[config.mk]
export PLATFORM = sky130hd
export DESIGN_NAME = slp_lane_port
export DESIGN_NICKNAME = d
export VERILOG_FILES = /design/src/slp_pkg.sv /design/src/slp_stream_if.sv /design/src/slp_skid_buf.sv /design/src/slp_lane_port.sv
export SDC_FILE = /design/constraint.sdc
export NUM_CORES = 2
export LEC_CHECK = 0
export ABC_AREA = 1
export BUFFER_PORTS_ARGS = -buffer_cell sky130_fd_sc_hd__buf_2
export CAP_MARGIN = 20
export CORE_AREA = 2 2 456 503
export CTS_CLUSTER_SIZE = 10
export DETAILED_ROUTE_END_ITERATION = 7
export DIE_AREA = 0 0 458 505
export PLACE_DENSITY_LB_ADDON = 0.3
export SLEW_MARGIN = 30
export SYNTH_ARGS = -nofsm -noshare
export SYNTH_HDL_FRONTEND = slang
export SYNTH_SLANG_ARGS = --single-unit
export TNS_END_PERCENT = 10
[constraint.sdc]
create_clock -name mclk -period 2.7 [get_ports mclk]
set_clock_uncertainty 0.1 [all_clocks]
set_input_delay 0.27 -clock mclk [delete_from_list [all_inputs] [get_ports mclk]]
set_output_delay 0.27 -clock mclk [all_outputs]
set_load 0.005 [all_outputs]
[src/slp_pkg.sv]
// Shared constants for the serdes lane port: lane counts, word widths, mode codes.
// Assumes a single 200 MHz core clock; all lane and reference clocks are sampled.
package slp_pkg;
  localparam int LANE_W = 64;
  localparam int MAX_LANES = 4;
  localparam int VIRTUAL_LANE_COUNT = 4;
  localparam int LANES_50G = 2;
  localparam int LANES_40G = 4;
  localparam int NARROW_W = 128;
  localparam int WIDE_W = 256;
  localparam int SYNC_DEPTH = 2;
  localparam logic [2:0] GROUP_NARROW = 3'h2;
  localparam logic [2:0] GROUP_WIDE = 3'h4;
  localparam logic [2:0] LANES_50G_CNT = 3'h2;
  localparam logic [2:0] LANES_40G_CNT = 3'h4;
  localparam logic [7:0] ALIGN_WORDS = 8'h10;
  localparam logic [LANE_W-1:0] TX_IDLE_WORD = 64'h0;
  localparam real MCLK_NS = 5.0;
endpackage

[src/slp_stream_if.sv]
// Valid/ready word stream between the lane port and its elastic buffer.
// Assumes source and sink share the core clock.
`timescale 1ns/1ps
interface slp_stream_if #(parameter int W = 256);
  logic valid;
  logic ready;
  logic [W-1:0] data;
  modport src (output valid, output data, input ready);
  modport snk (input valid, input data, output ready);
endinterface

[src/slp_skid_buf.sv]
// Two-entry elastic buffer: an output register plus one skid entry.
// Assumes one clock; all outputs come from flip-flops.
`timescale 1ns/1ps
module slp_skid_buf #(
  parameter int W = 256
) (
  input wire logic mclk,        // Core clock
  input wire logic rstn,        // Asynchronous reset, active low
  input wire logic srst,        // Synchronous flush
  slp_stream_if.snk in_s,       // Filling side
  slp_stream_if.src out_s       // Draining side
);
  logic out_valid;
  logic [W-1:0] out_data;
  logic skid_valid;
  logic [W-1:0] skid_data;
  logic in_rdy;
  logic take_in;

  assign take_in = in_s.valid && in_rdy;
  assign in_s.ready = in_rdy;
  assign out_s.valid = out_valid;
  assign out_s.data = out_data;

  always_ff @(posedge mclk or negedge rstn)
  begin
    if (!rstn)
    begin
      out_valid <= 1'b0;
      out_data <= '0;
      skid_valid <= 1'b0;
      skid_data <= '0;
      in_rdy <= 1'b0;
    end
    else if (srst)
    begin
      out_valid <= 1'b0;
      skid_valid <= 1'b0;
      in_rdy <= 1'b1;
    end
    else
    begin
      if (out_s.ready || !out_valid)
      begin
        if (skid_valid)
        begin
          out_data <= skid_data;
          out_valid <= 1'b1;
          skid_valid <= 1'b0;
          in_rdy <= 1'b1;
        end
        else
        begin
          out_valid <= take_in;
          if (take_in)
            out_data <= in_s.data;
          in_rdy <= 1'b1;
        end
      end
      else if (take_in)
      begin
        // Receiver stalled: park the word, stop taking more
        skid_data <= in_s.data;
        skid_valid <= 1'b1;
        in_rdy <= 1'b0;
      end
    end
  end
endmodule

[src/slp_lane_port.sv]
// Lane port of the MAC/PCS toward the serdes macros, with user-side path resets.
// Assumes mclk is the user-side stream clock; lane and reference clocks are sampled.
// Operation
// - Each receive lane word is 64 bits, MSB first received, bit 0 last.
// - Each transmit lane word is 64 bits, MSB first sent, bit 0 last.
// - Each lane word is taken at the rising edge of its own recovered clock.
// - All user-side signals launch and capture on the rising user clock edge.
// - Receive reset is synchronised inside and applied as a synchronous reset.
// - Transmit reset is synchronised inside and applied as a synchronous reset.
// - Four virtual lanes; two physical lanes at 50G, four at 40G.
// - The 128-bit user stream works at both line rates.
// - The 256-bit user stream is allowed only at the 40G rate.
`timescale 1ns/1ps
module slp_lane_port
  import slp_pkg::*;
(
  input wire logic mclk,                                   // Core and user stream clock
  input wire logic rstn,                                   // Asynchronous reset, active low
  input wire logic rx_path_reset,                          // Receive path reset, high
  input wire logic tx_path_reset,                          // Transmit path reset, high
  input wire logic rate_50g,                               // 1: 50G two lanes, 0: 40G four
  input wire logic wide_bus,                               // Request 256-bit user stream
  input wire logic [MAX_LANES-1:0][LANE_W-1:0] rx_lane_data, // Receive lane words
  input wire logic [MAX_LANES-1:0] rx_lane_clk,            // Recovered lane clocks
  input wire logic [MAX_LANES-1:0] rx_lane_reset,          // Lane resets, high
  input wire logic tx_refclk,                              // Transmit reference clock
  input wire logic tx_refclk_reset,                        // Reference clock reset, high
  output logic [MAX_LANES-1:0][LANE_W-1:0] tx_lane_data,   // Transmit lane words
  output logic [WIDE_W-1:0] rx_data,                       // Received user word
  output logic rx_valid,                                   // Received word valid
  input wire logic rx_ready,                               // User accepts received word
  input wire logic [WIDE_W-1:0] tx_data,                   // User word to send
  input wire logic tx_valid,                               // User word valid
  output logic tx_ready,                                   // Port accepts user word
  output logic [MAX_LANES-1:0] rx_lane_aligned,            // Lane alignment reached
  output logic wide_active,                                // 256-bit stream in use
  output logic rate_50g_active                             // Captured line rate
);
  logic [SYNC_DEPTH-1:0] rxr_sync;
  logic [SYNC_DEPTH-1:0] txr_sync;
  logic [SYNC_DEPTH-1:0] rate_sync;
  logic [SYNC_DEPTH-1:0] wide_sync;
  logic rx_rst;
  logic tx_rst;
  logic [2:0] active_lanes;
  logic [2:0] group_size;
  logic [MAX_LANES-1:0] pend;
  logic [MAX_LANES-1:0] take;
  logic [MAX_LANES-1:0][LANE_W-1:0] lane_word;
  logic [MAX_LANES-1:0][LANE_W-1:0] asm_word;
  logic [2:0] asm_cnt;
  logic [1:0] rd_ptr;
  logic asm_full;
  logic [WIDE_W-1:0] asm_packed;
  logic [SYNC_DEPTH-1:0] refc_sync;
  logic refc_d;
  logic [SYNC_DEPTH-1:0] refr_sync;
  logic ref_edge;
  logic tx_half;
  logic [WIDE_W-1:0] tx_hold;
  logic tx_hold_valid;
  logic tx_take;

  slp_stream_if #(.W(WIDE_W)) rx_in ();
  slp_stream_if #(.W(WIDE_W)) rx_out ();

  // Path resets and mode pins pass two flops first
  always_ff @(posedge mclk or negedge rstn)
  begin
    if (!rstn)
    begin
      rxr_sync <= '1;
      txr_sync <= '1;
      rate_sync <= '0;
      wide_sync <= '0;
    end
    else
    begin
      rxr_sync <= {rxr_sync[0], rx_path_reset};
      txr_sync <= {txr_sync[0], tx_path_reset};
      rate_sync <= {rate_sync[0], rate_50g};
      wide_sync <= {wide_sync[0], wide_bus};
    end
  end

  assign rx_rst = rxr_sync[SYNC_DEPTH-1];
  assign tx_rst = txr_sync[SYNC_DEPTH-1];

  // Mode is taken only while both paths are held in reset
  always_ff @(posedge mclk or negedge rstn)
  begin
    if (!rstn)
    begin
      rate_50g_active <= 1'b0;
      wide_active <= 1'b0;
    end
    else if (rx_rst && tx_rst)
    begin
      rate_50g_active <= rate_sync[SYNC_DEPTH-1];
      wide_active <= wide_sync[SYNC_DEPTH-1] && !rate_sync[SYNC_DEPTH-1];
    end
  end

  assign active_lanes = rate_50g_active ? LANES_50G_CNT : LANES_40G_CNT;
  assign group_size = wide_active ? GROUP_WIDE : GROUP_NARROW;

  // Per-lane capture on the sampled recovered clock
  genvar l;
  generate
    for (l = 0; l < MAX_LANES; l++)
    begin : g_lane
      logic [SYNC_DEPTH-1:0] clk_sync;
      logic clk_d;
      logic [SYNC_DEPTH-1:0] rst_sync;
      logic [LANE_W-1:0] dat_s1;
      logic [LANE_W-1:0] dat_s2;
      logic [LANE_W-1:0] dat_s3;
      logic [7:0] align_cnt;
      logic edge_seen;
      logic lane_rst;

      assign edge_seen = clk_sync[SYNC_DEPTH-1] && !clk_d;
      assign lane_rst = rst_sync[SYNC_DEPTH-1] || rx_rst || (l >= active_lanes);

      always_ff @(posedge mclk or negedge rstn)
      begin
        if (!rstn)
        begin
          clk_sync <= '0;
          clk_d <= 1'b0;
          rst_sync <= '1;
          dat_s1 <= '0;
          dat_s2 <= '0;
          dat_s3 <= '0;
        end
        else
        begin
          clk_sync <= {clk_sync[0], rx_lane_clk[l]};
          clk_d <= clk_sync[SYNC_DEPTH-1];
          rst_sync <= {rst_sync[0], rx_lane_reset[l]};
          dat_s1 <= rx_lane_data[l];
          dat_s2 <= dat_s1;
          dat_s3 <= dat_s2;
        end
      end

      always_ff @(posedge mclk or negedge rstn)
      begin
        if (!rstn)
        begin
          align_cnt <= '0;
          rx_lane_aligned[l] <= 1'b0;
          pend[l] <= 1'b0;
          lane_word[l] <= '0;
        end
        else if (lane_rst)
        begin
          align_cnt <= '0;
          rx_lane_aligned[l] <= 1'b0;
          pend[l] <= 1'b0;
        end
        else if (edge_seen)
        begin
          // Older sample is the level just before the rising edge
          lane_word[l] <= dat_s3;
          if (align_cnt != ALIGN_WORDS)
            align_cnt <= align_cnt + 8'h01;
          else
            rx_lane_aligned[l] <= 1'b1;
          // A new word wins over a take in the same cycle
          pend[l] <= rx_lane_aligned[l] || (pend[l] && !take[l]);
        end
        else if (take[l])
          pend[l] <= 1'b0;
      end

      assign take[l] = pend[l] && !asm_full && (rd_ptr == 2'(l));
    end
  endgenerate

  assign asm_full = (asm_cnt == group_size);

  // Gather lane words in lane order, earliest lane in the high bits
  always_ff @(posedge mclk or negedge rstn)
  begin
    if (!rstn)
    begin
      asm_cnt <= '0;
      rd_ptr <= '0;
      asm_word <= '0;
    end
    else if (rx_rst)
    begin
      asm_cnt <= '0;
      rd_ptr <= '0;
    end
    else
    begin
      if (|take)
      begin
        asm_word[asm_cnt[1:0]] <= lane_word[rd_ptr];
        asm_cnt <= asm_cnt + 3'h1;
        rd_ptr <= ({1'b0, rd_ptr} + 3'h1 == active_lanes) ? 2'h0 : rd_ptr + 2'h1;
      end
      else if (rx_in.valid && rx_in.ready)
        asm_cnt <= '0;
    end
  end

  always_comb
  begin
    if (wide_active)
      asm_packed = {asm_word[0], asm_word[1], asm_word[2], asm_word[3]};
    else
      asm_packed = {{(WIDE_W-NARROW_W){1'b0}}, asm_word[0], asm_word[1]};
  end

  assign rx_in.valid = asm_full;
  assign rx_in.data = asm_packed;
  assign rx_out.ready = rx_ready;
  assign rx_data = rx_out.data;
  assign rx_valid = rx_out.valid;

  slp_skid_buf #(.W(WIDE_W)) u_rx_buf (
    .mclk(mclk),
    .rstn(rstn),
    .srst(rx_rst),
    .in_s(rx_in),
    .out_s(rx_out)
  );

  // Transmit reference clock and its reset are sampled
  always_ff @(posedge mclk or negedge rstn)
  begin
    if (!rstn)
    begin
      refc_sync <= '0;
      refc_d <= 1'b0;
      refr_sync <= '1;
    end
    else
    begin
      refc_sync <= {refc_sync[0], tx_refclk};
      refc_d <= refc_sync[SYNC_DEPTH-1];
      refr_sync <= {refr_sync[0], tx_refclk_reset};
    end
  end

  assign ref_edge = refc_sync[SYNC_DEPTH-1] && !refc_d;
  assign tx_take = tx_valid && tx_ready;

  // User word staging, one word deep
  always_ff @(posedge mclk or negedge rstn)
  begin
    if (!rstn)
    begin
      tx_hold <= '0;
      tx_hold_valid <= 1'b0;
      tx_ready <= 1'b0;
    end
    else if (tx_rst)
    begin
      tx_hold_valid <= 1'b0;
      tx_ready <= 1'b0;
    end
    else
    begin
      if (tx_take)
      begin
        tx_hold <= tx_data;
        tx_hold_valid <= 1'b1;
        tx_ready <= 1'b0;
      end
      else if (ref_edge && !refr_sync[SYNC_DEPTH-1])
      begin
        tx_hold_valid <= 1'b0;
        tx_ready <= 1'b1;
      end
      else
        tx_ready <= !tx_hold_valid;
    end
  end

  // Spread the staged word over the lanes, earliest bits in each MSB
  always_ff @(posedge mclk or negedge rstn)
  begin
    if (!rstn)
    begin
      tx_lane_data <= '0;
      tx_half <= 1'b0;
    end
    else if (tx_rst || refr_sync[SYNC_DEPTH-1])
    begin
      tx_lane_data <= '0;
      tx_half <= 1'b0;
    end
    else if (ref_edge)
    begin
      if (!tx_hold_valid)
        tx_lane_data <= {MAX_LANES{TX_IDLE_WORD}};
      else if (wide_active)
      begin
        for (int i = 0; i < MAX_LANES; i++)
          tx_lane_data[i] <= tx_hold[WIDE_W-1-i*LANE_W -: LANE_W];
      end
      else
      begin
        tx_lane_data[{tx_half, 1'b0}] <= tx_hold[NARROW_W-1 -: LANE_W];
        tx_lane_data[{tx_half, 1'b1}] <= tx_hold[LANE_W-1:0];
        if (!rate_50g_active)
          tx_half <= !tx_half;
      end
    end
  end
endmodule

==> metrics <==
status=finished, final reports clean; Max Fclk=393 MHz; wire per inst=21.5 um; Worst EP required=3.32 ns; crit path kind=flop to flop; post-route cell area=116,000 um2; YS warnings=0; cts bufs inserted=295; hpwl dp=194,000 um; library cells used by synthesis=36; Post-DP Area=99,600 um2; Worst-Margin Slew=1.02 ns; Top-Level Pins=1,050; Comb pwr share=0.090; most frequent cells in the layout=2,783 x nand2_1, 2,373 x dfrtp_1, 1,048 x buf_2, 841 x dlygate4sd3_1, 640 x inv_1; Total GRT Usage=0.257; setup TNS=0 ns; clock share of power=0.427; Tmin final=2.55 ns; Die Height=505 um; post-route setup slack=0.154 ns; ys async rst share=1.00; Power Density=701 nW/um2; final wirelength=301,000 um; RSZ-0062 raised after global routing=no; Starting DRT DRC Count=6,923; global route overflow=0; share of the synthesized area in the top cell type=0.661; ys flop type=dfrtp_1; syn_nets=9,627; die area=231,000 um2; largest net degree at the start of global routing=177; first-pass GRT wire length=457,000 um; commonest non-fill, non-tap cell in the layout=nand2_1; Worst Hold Class=input port to flop; fraction of layout cells with a size suffix above 1=0.162; synthesis-to-layout area growth=29.0%; flops & latches, synth=2,390; Port Buffers=1,049; vias=72.7k; CTS Sinks=2,390; final core occ=0.514; Final Cycle Share=0.943; number of global-route vias before repair=72.8k; Synth area leaders=dfrtp_1 66%, nand2_1 12%, nand4_1 3.6%, inv_1 2.7%, o21ai_0 2.5%; Routed Antenna Nets=0; sequential area share after synthesis=0.665; Yosys top cell by area=dfrtp_1; Final Hold Viols=0; Setup WS pre-CTS=0.254 ns; Design Power=81,500 uW; Pre-Repair DR Iteration Count=7; Die Wd=458 um; Worst-path clk slew=0.06 ns; critical-path maximum fanout=128; sw power=20,100 uW; Rows=183; Arrival @ worst endpoint=3.17 ns; CTS tree=yes; Net Sw Frac=0.247; P_int=61,400 uW; final setup violation count=0; Final Wtd Congestion=0.895; initial core utilization=0.399; CTS resizes=0; static leakage=0.0576 uW; Cell Area, Synth=90,000 um2; Skew-Pair Late Insertion Delay=0.94 ns; CTS H-tree lvls=5; antenna violations before repair=46; max cap viols=0; Nets=11.5k; Peak VDD IR=577 uV; Reg power frac=0.483; number of remaining DRC errors=0; via/cell ratio=5.20; max_slew headroom=0.314; Max Slew Vio Count=0; Gate Count Post-Synth=9,081; Avg Cell Area, Syn=9.91 um2; Post-synth EDFFs=0; clk buf depth=4; CP Capture Type=flop; Root Driver=clkbuf_16; startpoint types=flop; core area=226,000 um2
## through the flow
stage,std cells,hold slack [ns]
2_1_floorplan,9081,-0.126
3_3_place_gp,12700,0.124
3_5_place_dp,12700,0.145
4_1_cts,13900,0.000123
5_1_grt,14000,0.0331
6_report,14000,0.0728
## worst paths after layout
path / start / endpoint / slack, ns / cells after the start
max: wide_active$_DFFE_PN0P_ / tx_lane_data[64]$_DFFE_PN0P_ / 0.15 / 7
min: rx_lane_data[172] / g_lane[2].dat_s1[44]$_DFF_PN0_ / 0.07 / 2
max reg2reg: wide_active$_DFFE_PN0P_ / tx_lane_data[64]$_DFFE_PN0P_ / 0.15 / 7
min reg2reg: g_lane[2].dat_s1[6]$_DFF_PN0_ / g_lane[2].dat_s2[6]$_DFF_PN0_ / 0.21 / 0
max in group asynchronous: rstn / rd_ptr[0]$_DFFE_PN0P_ / 1.52 / 3
min in group asynchronous: rstn / g_lane[3].dat_s3[4]$_DFF_PN0_ / 0.08 / 3
## per-layer routing
layer  wire [um]  track usage
met5          40            0
met4       14000        0.115
met3       21500       0.0545
met2      136000        0.388
met1      130000        0.357
## kinds of logic (layout without fill, tap and decap cells)
group,Yosys count,count (layout),share of synthesized area
AND/OR/NAND/NOR,3787,3787,0.174
adder cells (fa/ha/maj),16,16,0.00222
flip-flops,2390,2390,0.665
buffers and inverters,1279,3177,0.0588
XOR/XNOR,13,13,0.00127
other,0,40,0
multiplexers,64,64,0.00801
AO/OA/AOI/OAI,1532,1532,0.0908
## power groups by stage
stage	Sequential (uW)	Clock [uW]	Combinational [uW]
2_1_floorplan	39500	0	3010
3_3_place_gp	39800	0	6080
3_5_place_dp	39900	0	6250
4_1_cts	39300	35300	7260
5_1_grt	39500	37000	8090
6_report	39300	34800	7360
## area by class of cell
type                       instances  area [um2]
inverter                         650        2470
clock inverter                    18         239
antenna                           40         100
sequential                      2390       59800
tap                             2960        3700
timing repair buffer            2157       16900
fill                           19900      110000
clock buffer                     352        7760
multi-input combinational       5412       25100
## critical path, cell delays in order, from the launching register on
cell     delay (ns)
dfrtp_4        0.47
buf_12         0.34
nor2_1         0.13
nand2_4        0.12
buf_12         0.46
o22ai_1        0.28
nand2_1        0.11
o21ai_0        0.09
## synth_stat cells (7+ instances only)
master	n
nand2_1	2787
dfrtp_1	2376
inv_1	643
nand4_1	525
o21ai_0	445
o21ai_1	427
nor2_1	412
a21oi_1	394
buf_2	303
clkbuf_1	257
o31ai_1	130
o22ai_1	128
mux2_2	64
buf_1	45
nand3_1	36
buf_4	18
ha_1	16
dfstp_2	14
xor2_1	11
nor3_1	9
inv_2	7
## timing repair
action                     4_1_cts  5_1_grt
hold buffers                   842        0
setup endpoints to repair        1        0
hold endpoints to repair      2773        0
buffers inserted                 0        0
## registers in the layout, indices dropped and copies added, names as in the netlist, 8 cells and up
name,flops
asm_word,256
g_lane.align_cnt,32
g_lane.clk_sync,8
g_lane.dat_s1,256
g_lane.dat_s2,256
g_lane.dat_s3,256
g_lane.rst_sync,8
lane_word,256
tx_hold,256
tx_lane_data,256
u_rx_buf.out_s.data,256
u_rx_buf.skid_data,256
No activity file was read; power rests on OpenSTA's default activity.
